===== config.mk =====
export PLATFORM = sky130hd
export DESIGN_NAME = ats_adc_timing_sequencer
export DESIGN_NICKNAME = d
export VERILOG_FILES = /design/src/ats_pkg.sv /design/src/ats_adc_timing_sequencer.sv
export SDC_FILE = /design/constraint.sdc
export NUM_CORES = 1
export LEC_CHECK = 0
export BUFFER_PORTS_ARGS = -buffer_cell sky130_fd_sc_hd__buf_2
export CAP_MARGIN = 30
export CORE_ASPECT_RATIO = 0.8
export CORE_MARGIN = 5
export CORE_UTILIZATION = 55
export CTS_CLUSTER_DIAMETER = 150
export DETAILED_ROUTE_END_ITERATION = 8
export HOLD_SLACK_MARGIN = 0.02
export PLACE_DENSITY = 0.77
export SYNTH_ARGS = -nofsm -noshare
export SYNTH_HDL_FRONTEND = slang
export SYNTH_SLANG_ARGS = --single-unit

===== constraint.sdc =====
create_clock -name clk_i -period 8.08 [get_ports clk_i]
set_clock_uncertainty 0.1 [all_clocks]
set_input_delay 0.404 -clock clk_i [delete_from_list [all_inputs] [get_ports clk_i]]
set_output_delay 0.404 -clock clk_i [all_outputs]
set_load 0.02 [all_outputs]

===== src/ats_pkg.sv =====
`default_nettype none
package ats_pkg;
    // ------------------------------------------------------------
    // select field positions in the control word
    // ------------------------------------------------------------
    localparam int CTRL_W = 16;
    localparam int CLK_SEL_HI = 15;
    localparam int CLK_SEL_LO = 14;
    localparam int SMP_SEL_HI = 13;
    localparam int SMP_SEL_LO = 12;
    // ------------------------------------------------------------
    // timing constants
    // ------------------------------------------------------------
    localparam logic [1:0] CLK_DIV4 = 2'h0;
    localparam logic [1:0] CLK_DIV2 = 2'h1;
    localparam logic [1:0] CLK_DIV16 = 2'h2;
    localparam logic [1:0] CLK_DIV8 = 2'h3;
    localparam logic [4:0] DIV_BY_2 = 5'h02;
    localparam logic [4:0] DIV_BY_4 = 5'h04;
    localparam logic [4:0] DIV_BY_8 = 5'h08;
    localparam logic [4:0] DIV_BY_16 = 5'h10;
    localparam logic [1:0] SMP_8 = 2'h0;
    localparam logic [1:0] SMP_16 = 2'h1;
    localparam logic [1:0] SMP_32 = 2'h2;
    localparam logic [11:0] SMP_P8 = 12'h008;
    localparam logic [11:0] SMP_P16 = 12'h010;
    localparam logic [11:0] SMP_P32 = 12'h020;
    localparam logic [11:0] SMP_P64 = 12'h040;
    localparam logic [11:0] CONV_BC_PERIODS = 12'h028;
    localparam logic [1:0] LOAD_CPU_PERIODS = 2'h2;
    localparam logic [11:0] CAL_BC_PERIODS = 12'hD00;
    localparam int RES_W = 10;
    localparam logic [9:0] RES_ZERO = 10'h000;
    localparam logic [9:0] RES_FULL = 10'h3FF;
    // ------------------------------------------------------------
    // sequencer states
    // ------------------------------------------------------------
    typedef enum logic [1:0] {
        ST_IDLE = 2'b00,
        ST_SAMPLE = 2'b01,
        ST_CONVERT = 2'b10,
        ST_LOAD = 2'b11
    } ats_state_t;
endpackage
`default_nettype wire


===== src/ats_adc_timing_sequencer.sv =====
`timescale 1ns/100ps
`default_nettype none
// Overview of operation
// - the basic clock is the cpu clock divided by 4, 2, 16 or 8 for select codes 00, 01, 10, 11.
// - the sample phase lasts 8, 16, 32 or 64 basic clock periods for sample codes 00 to 11.
// - a conversion lasts the sample time plus 40 basic periods plus 2 cpu periods, load included.
// - sample time and basic clock are set by the two select fields; a low clock enable freezes the sequencer and stretches both.
// - after reset a calibration of 3328 basic clock periods runs.
// - conversions requested during calibration still run and push calibration completion back.
// - input below ground gives all zeros, above reference all ones, in the ten result bits.
// - the value is held once sampling ends, later input changes do not matter.
module ats_adc_timing_sequencer
    import ats_pkg::*;
#(
    parameter int CAL_PERIODS = 3328
) (
    // clock and reset
    input wire logic clk_i,
    input wire logic rst_i,
    input wire logic ce_i,
    // control
    input wire logic [CTRL_W-1:0] converter_control_word_i,
    input wire logic start_i,
    // analog front end
    input wire logic [RES_W-1:0] ain_code_i,
    input wire logic ain_below_gnd_i,
    input wire logic ain_above_ref_i,
    // status and result
    output logic busy_o,
    output logic done_o,
    output logic sample_o,
    output logic cal_busy_o,
    output logic [RES_W-1:0] result_o
);
    // ------------------------------------------------------------
    // select decoding
    // ------------------------------------------------------------
    logic [1:0] conv_clock_select;
    logic [1:0] sample_time_select;
    logic [4:0] div_sel;
    logic [11:0] smp_sel;
    assign conv_clock_select = converter_control_word_i[CLK_SEL_HI:CLK_SEL_LO];
    assign sample_time_select = converter_control_word_i[SMP_SEL_HI:SMP_SEL_LO];
    always_comb begin
        case (conv_clock_select)
            CLK_DIV4: div_sel = DIV_BY_4;
            CLK_DIV2: div_sel = DIV_BY_2;
            CLK_DIV16: div_sel = DIV_BY_16;
            default: div_sel = DIV_BY_8;
        endcase
        case (sample_time_select)
            SMP_8: smp_sel = SMP_P8;
            SMP_16: smp_sel = SMP_P16;
            SMP_32: smp_sel = SMP_P32;
            default: smp_sel = SMP_P64;
        endcase
    end
    // ------------------------------------------------------------
    // basic clock tick generator
    // ------------------------------------------------------------
    logic [4:0] div_reg;
    logic [4:0] div_use;
    logic bc_tick;
    ats_state_t state_reg;
    logic [4:0] div_lock_reg;
    // the divide is latched while a conversion runs so a select change cannot stretch it
    assign div_use = (state_reg == ST_IDLE) ? div_sel : div_lock_reg;
    assign bc_tick = (div_reg == div_use - 5'h01);
    always_ff @(posedge clk_i) begin
        if (rst_i) begin
            div_reg <= 5'h00;
        end else if (ce_i) begin
            if (bc_tick || div_reg >= div_use) begin
                div_reg <= 5'h00;
            end else begin
                div_reg <= div_reg + 5'h01;
            end
        end
    end
    // ------------------------------------------------------------
    // conversion sequencer
    // ------------------------------------------------------------
    logic [11:0] cnt_reg;
    logic [RES_W-1:0] held_reg;
    logic [11:0] smp_lock_reg;
    logic take_now;
    logic smp_last;
    logic conv_last;
    logic load_now;
    assign take_now = (state_reg == ST_IDLE) && start_i && bc_tick;
    assign smp_last = (state_reg == ST_SAMPLE) && bc_tick
        && (cnt_reg == smp_lock_reg - 12'h001);
    assign conv_last = (state_reg == ST_CONVERT) && bc_tick
        && (cnt_reg == CONV_BC_PERIODS - 12'h001);
    assign load_now = (state_reg == ST_LOAD)
        && (cnt_reg == {10'h000, LOAD_CPU_PERIODS} - 12'h001);
    // state walk
    always_ff @(posedge clk_i) begin
        if (rst_i) begin
            state_reg <= ST_IDLE;
        end else if (ce_i) begin
            case (state_reg)
                ST_IDLE: begin
                    if (take_now) begin
                        state_reg <= ST_SAMPLE;
                    end
                end
                ST_SAMPLE: begin
                    if (smp_last) begin
                        state_reg <= ST_CONVERT;
                    end
                end
                ST_CONVERT: begin
                    if (conv_last) begin
                        state_reg <= ST_LOAD;
                    end
                end
                default: begin
                    if (load_now) begin
                        state_reg <= ST_IDLE;
                    end
                end
            endcase
        end
    end
    // ------------------------------------------------------------
    // period counter: basic ticks in sample and convert, cpu cycles in load
    // ------------------------------------------------------------
    always_ff @(posedge clk_i) begin
        if (rst_i) begin
            cnt_reg <= 12'h000;
        end else if (ce_i) begin
            if (take_now || smp_last || conv_last || load_now) begin
                cnt_reg <= 12'h000;
            end else if (state_reg == ST_LOAD || (state_reg != ST_IDLE && bc_tick)) begin
                cnt_reg <= cnt_reg + 12'h001;
            end
        end
    end
    // ------------------------------------------------------------
    // select latch, taken with the start
    // ------------------------------------------------------------
    always_ff @(posedge clk_i) begin
        if (rst_i) begin
            div_lock_reg <= DIV_BY_4;
            smp_lock_reg <= SMP_P8;
        end else if (ce_i && take_now) begin
            div_lock_reg <= div_sel;
            smp_lock_reg <= smp_sel;
        end
    end
    // ------------------------------------------------------------
    // sample and hold, frozen at the end of the sample phase
    // ------------------------------------------------------------
    always_ff @(posedge clk_i) begin
        if (rst_i) begin
            held_reg <= RES_ZERO;
        end else if (ce_i && smp_last) begin
            if (ain_below_gnd_i) begin
                held_reg <= RES_ZERO;
            end else if (ain_above_ref_i) begin
                held_reg <= RES_FULL;
            end else begin
                held_reg <= ain_code_i;
            end
        end
    end
    // ------------------------------------------------------------
    // outputs
    // ------------------------------------------------------------
    // busy drops in the cycle that done rises
    always_ff @(posedge clk_i) begin
        if (rst_i) begin
            busy_o <= 1'b0;
        end else if (ce_i) begin
            busy_o <= (state_reg != ST_IDLE && !load_now) || take_now;
        end
    end
    // sample falls on the tick that ends the sample phase
    always_ff @(posedge clk_i) begin
        if (rst_i) begin
            sample_o <= 1'b0;
        end else if (ce_i) begin
            sample_o <= (state_reg == ST_SAMPLE && !smp_last) || take_now;
        end
    end
    always_ff @(posedge clk_i) begin
        if (rst_i) begin
            done_o <= 1'b0;
        end else if (ce_i) begin
            done_o <= load_now;
        end
    end
    always_ff @(posedge clk_i) begin
        if (rst_i) begin
            result_o <= RES_ZERO;
        end else if (ce_i && load_now) begin
            result_o <= held_reg;
        end
    end
    // ------------------------------------------------------------
    // reset calibration
    // ------------------------------------------------------------
    // only idle basic ticks count, so conversions push the end back
    logic [11:0] cal_reg;
    always_ff @(posedge clk_i) begin
        if (rst_i) begin
            cal_reg <= 12'h000;
            cal_busy_o <= 1'b1;
        end else if (ce_i && cal_busy_o) begin
            if (bc_tick && state_reg == ST_IDLE && !start_i) begin
                if (cal_reg == 12'(CAL_PERIODS - 1)) begin
                    cal_busy_o <= 1'b0;
                end else begin
                    cal_reg <= cal_reg + 12'h001;
                end
            end
        end
    end
endmodule // ats_adc_timing_sequencer
`default_nettype wire


# --- Word level (Yosys, flattened, before mapping) ---
# Cells that the tools add are included.
classes:
  n_mux: 13
  n_lt_le_gt_ge: 1
  n_eq_ne: 15
  n_bitwise: 1
  n_reduce_logical: 36
  n_addsub: 5
op_table:
  columns: ["op", "count"]
  rows:
  - ["$add A12 B1 Y12 const B", 2]
  - ["$mux W12", 2]
  - ["$pmux W7 S3", 1]
  - ["$mux W10", 2]
  - ["$logic_and A1 B1 Y1", 16]
  - ["$pmux W5 S3", 1]
  - ["$eq A12 B1 Y1 const B", 1]
  - ["$eq A12 B12 Y1", 1]
  - ["$eq A12 B12 Y1 const B", 1]
  - ["$eq A12 B6 Y1 const B", 1]
  - ["$sub A12 B1 Y12 const B", 1]
  - ["$mux W5", 2]
  - ["$eq A2 B2 Y1 const B", 4]
  - ["$mux W2", 4]
  - ["$logic_or A1 B1 Y1", 7]
  - ["$eq A2 B1 Y1 const B", 3]
  - ["$logic_not A2 Y1", 3]
  - ["$ne A2 B2 Y1 const B", 3]
  - ["$pmux W2 S3", 1]
  - ["$reduce_and A3 Y1", 2]
  - ["$add A5 B1 Y5 const B", 1]
  - ["$eq A5 B5 Y1", 1]
  - ["$ge A5 B5 Y1", 1]
  - ["$reduce_and A5 Y1", 1]
  - ["other kinds (6)", 9]
word_totals:
  output_inout_bits: 14
  ff_bits: 72
  in_bits: 32
  word_cells: 83

# --- Depth between registers and ports, before layout ---
logic_depth:
  ltp_word: 12
  ltp_mapped: 14
  ltp_nobuf: 11

# --- Worst setup path before layout ---
# OpenSTA, ideal clock, no wires.
synth_timing:
  path_type: "reg-to-reg"
  from: "reg state_reg[0]"
  to: "reg cal_reg[9]"
  period_less_slack_ps: 2944
  stages_incl_launch_ff: 15
  arrival_time_ps: 2717
  setup_slack_ps: 5136
  required_time_ps: 7852
  setup_time_ps: 128
  path_buffers: 4
  cell_sequence: "dfxtp_1 inv_1 ha_1 buf_2 buf_6 mux2_2 ha_1 nor2_1 o311a_1 nand3_1 clkbuf_1 buf_2 nor4_1 xnor2_1 nor2_1"
synth_via:
  elab_chain_len: 7
synth_rtl:
  columns: ["item", "line", "rtl"]
  rows:
  - ["from (decl)", "ats_adc_timing_sequencer.sv:64", "ats_state_t state_reg;"]
  - ["from (signal assigned)", "ats_adc_timing_sequencer.sv:100", "state_reg <= ST_IDLE;"]
  - ["from (signal assigned)", "ats_adc_timing_sequencer.sv:105", "state_reg <= ST_SAMPLE;"]
  - ["from (signal assigned)", "ats_adc_timing_sequencer.sv:110", "state_reg <= ST_CONVERT;"]
  - ["$logic_not A2 Y1 *", "ats_adc_timing_sequencer.sv:67, ats_adc_timing_sequencer.sv:211", null]
  - ["$mux W5", "ats_adc_timing_sequencer.sv:67", "assign div_use = (state_reg == ST_IDLE) ? div_sel : div_lock_reg;"]
  - ["$sub A5 B1 Y5", "ats_adc_timing_sequencer.sv:68", "assign bc_tick = (div_reg == div_use - 5'h01);"]
  - ["$eq A5 B5 Y1", "ats_adc_timing_sequencer.sv:68", null]
  - ["$logic_and A1 B1 Y1 * (2 in a row)", "ats_adc_timing_sequencer.sv:211", "if (bc_tick && state_reg == ST_IDLE && !start_i) begin"]
  - ["$reduce_and A3 Y1 (no source line) *", null, null]
  - ["to (signal assigned)", "ats_adc_timing_sequencer.sv:215", "cal_reg <= cal_reg + 12'h001;"]
  - ["to (decl)", "ats_adc_timing_sequencer.sv:205", "logic [11:0] cal_reg;"]
# Every way passes the cells marked *; elsewhere a longest branch is shown, timed or not.
# A chain may end at the register's enable or synchronous reset.

# --- Worst setup path after layout ---
layout_timing:
  from: "reg state_reg[0]"
  to: "reg held_reg[6]"
layout_via:
  elab_chain_len: 7
  elab_cells_between_ends: 8
  classes_between: "1 x add/sub; 2 x eq/ne; 1 x mux; 4 x reduce/logical"
layout_rtl:
  columns: ["item", "line", "rtl"]
  rows:
  - ["$logic_not A2 Y1", "ats_adc_timing_sequencer.sv:67", null]
  - ["$mux W5", "ats_adc_timing_sequencer.sv:67", null]
  - ["$sub A5 B1 Y5", "ats_adc_timing_sequencer.sv:68", null]
  - ["$eq A5 B5 Y1", "ats_adc_timing_sequencer.sv:68", null]
  - ["$logic_and A1 B1 Y1 *", "ats_adc_timing_sequencer.sv:91", "assign smp_last = (state_reg == ST_SAMPLE) && bc_tick"]
  - ["$logic_and A1 B1 Y1 *", "ats_adc_timing_sequencer.sv:92", "&& (cnt_reg == smp_lock_reg - 12'h001);"]
  - ["$logic_and A1 B1 Y1 *", "ats_adc_timing_sequencer.sv:158", "end else if (ce_i && smp_last) begin"]
  - ["to (signal assigned)", "ats_adc_timing_sequencer.sv:164", "held_reg <= ain_code_i;"]
  - ["to (decl)", "ats_adc_timing_sequencer.sv:84", "logic [RES_W-1:0] held_reg;"]
# Marked as above.

==> out/results.ini <==
[run_status]
status = complete, no violations

[grt]
antenna_found_initial = 0
grt_pass1_wl_um = 12400
grt_overflow = 0
grt_pass1_vias = 2667
grt_use_total_pct = 19.4
grt_start_max_net_pins = 53

[timing]
finalWorstSetupSlack_ps = 3800
final_max_slew_viol_count = 0
setup_viol = 0
period_needed_ps = 4280
fin_tns_setup_ps = 0
maxClockFrequency_ghz = 0.234
fin_crit_sh_pct = 52.9
maxSlewHeadroom_pct = 32.7
hold_violations = 0
rsz0062_at_grt = no
tightest_slew_ps = 1000

[cts]
postCtsSetupBuffers = 0
cts_resized = 0
hold_buffers = 0
htreeDepth = 3
cts_made_buffers = 9
root_buffer = clkbuf_8
tritoncts = built
clkLatencyLatePin_ps = 350
clk_pin_slew_ps = 80
clk_path_buf_depth = 2
clkSinkCount = 63

[power]
p_per_area_nw_per_um2 = 166
irDropWorstVdd_mv = 0.0880
combinationalPowerShare_pct = 6.1
leakage_nw = 1.50
p_switching_mw = 0.164
pwr-share-seq_pct = 49.3
clock_power_share_pct = 44.6
swShare_pct = 25.8
power.internal_mw = 0.470

[detailed_routing]
drc_errors = 0
wl_per_cell_um = 14.1
totalWireLength_um = 7430
viasPerCell = 5.57
antenna_left = 0
drt_iter0_drc = 164
vias = 2923
first_pass_iters = 5

[setup_path]
slowest_delay_ps = 1030
endpoint_kind = flop
rr_worst_depth = 10
path_max_fanout = 20
arrival_ps = 4370
cp.required_ps = 8180
startpoint_type = flop
path_cells = inv_1 -> ha_1 -> mux2_2 -> ha_1 -> nor2_1 -> o311a_1 -> nand3_1 -> nor3_2 -> mux2i_1 -> nor2_1
cpMaxStageDelayCell = nor3_2
crit_cells = 10
worst-r2r-setup-slack_ps = 3800
critPathBufInv = 1
criticalPathCategory = flop to flop
crit_family = simple AND/OR/NAND/NOR gates

[synthesis]
ys_seq_area_share_pct = 36.2
yosys_register_bits = 63
synthCells = 415
synth_edf_count = 0
ys_types = 61
syn-num-nets = 459
synthesis.area_um2 = 3490
synthFlopType = dfxtp_1
synth_area_per_cell_um2 = 8.40
synth-async-reset-ratio_pct = 0
yosysWarningCount = 0

[layout]
fin_util_pct = 61.0
regArea_um2 = 1260
multi_input_area_um2 = 2020
syn2layout_area_growth_pct = 9.83
fill_cells = 560
diodes = 0
drive_above_1_share_pct = 15.4
final_nets = 480

[floorplanning]
start_util_pct = 55.5
pin_count = 46
rows = 26
fp.dieW_um = 99.0
fp.dieH_um = 81.2
core_area_um2 = 6280
dieArea_um2 = 8040

[place]
hpwl_um = 5230
io_buffers = 33
dpl_worst_slack_ps = 3860
gp_congestion = 0.809

[min_path]
hold_class = input pin to flop
min_path_cells = 3

[flow_run]
maxCapViolations = 0

==> synthesized netlist by cell type (all sizes together) (3+ instances only) <==
cell	n	share of area, %
a21oi	19	2.8
mux2	3	0.97
clkbuf	16	2.7
a211oi	6	1.7
nor3	10	1.6
nand2	33	3.6
nor4	11	2.2
dfxtp	63	36
and3	6	1.1
xor2	7	1.8
mux2i	30	8.6
nand3	24	3.4
nand4	12	2.2
inv	19	2.0
nor2	70	7.6
o21ai	7	1.1
nor3b	4	0.86
xnor2	18	4.5
o31ai	3	0.65
buf	7	1.2
ha	12	4.3
nand3b	3	0.65
==> path summary, 6_finish.rpt <==
| kind | from | to |
|---|---|---|
| max | state_reg[0] | held_reg[6] |
| min | converter_control_word_i[12] | smp_lock_reg[4] |
| max reg2reg | state_reg[0] | held_reg[6] |
| min reg2reg | done_o | done_o |
==> placed cells by master (no fill, tap or decap), types with 3 or more instances in the layout <==
master	Yosys	final
nor3_1	9	8
nand3_1	24	24
ha_1	12	12
a21oi_1	18	18
o31ai_1	3	3
a211oi_1	5	5
o21ai_0	6	6
mux2_2	3	3
nor3b_1	4	4
inv_1	19	19
nand2_1	33	33
mux2i_1	30	30
nand4_1	12	12
nand3b_1	3	3
clkbuf_8	3	9
dfxtp_1	63	63
xor2_1	7	7
nor4_1	10	10
buf_2	3	33
nor2_1	69	69
and3_1	4	4
xnor2_1	18	18
==> cells by family after synthesis <==
group | share of synthesized area [%]
adders and majority gates | 4.31
AOI/OAI and AO/OA | 10.9
xor gates and xnor gates | 6.93
muxes | 9.58
and+or+nand+nor | 26.1
buffers and inverters | 5.96
DFF | 36.2
==> routing by layer <==
metal / track usage, % / up-vias / part of all wire [%]
met2: 31.4 / 42 / 47
met1: 25.1 / 1374 / 47
met3: 5.49 / 9 / 4.1
met4: 6.82 / 0 / 1.0
met5: 0 / - / 0
li1: - / 1498 / -
==> power groups by stage <==
stage	logic [mW]	registers [mW]	clock network, mW
after global placement	0.0380	0.320	0
final	0.0387	0.313	0.283
after global routing	0.0435	0.313	0.303
after detailed placement	0.0387	0.320	0
after CTS	0.0388	0.313	0.288
after floorplan	0.0281	0.320	0
==> worst reg2reg max path, stage by stage, from the launching register on <==
cell	delay (ps)
dfxtp_1	350
inv_1	90
ha_1	570
mux2_2	420
ha_1	310
nor2_1	100
o311a_1	240
nand3_1	590
nor3_2	1040
mux2i_1	280
nor2_1	60
==> per-stage QoR <==
step	std cells	hold WS (ps)	area, µm²	power (mW)
2_1_floorplan	415	353	3490	0.348
3_3_place_gp	509	362	3620	0.358
3_5_place_dp	509	364	3620	0.359
4_1_cts	525	249	3830	0.640
5_1_grt	525	257	3830	0.660
6_report	525	264	3830	0.634
==> cell type report <==
type                    instances  area share (%)
repair buffers                 33            4.31
flip-flops and latches         63            32.9
inverters                      19            1.86
clock buffers                   9            3.24
clock inverters                 7            2.09
multi-input cells             310            52.8
well taps                      84            2.75
No activity file was read; power rests on OpenSTA's default activity.
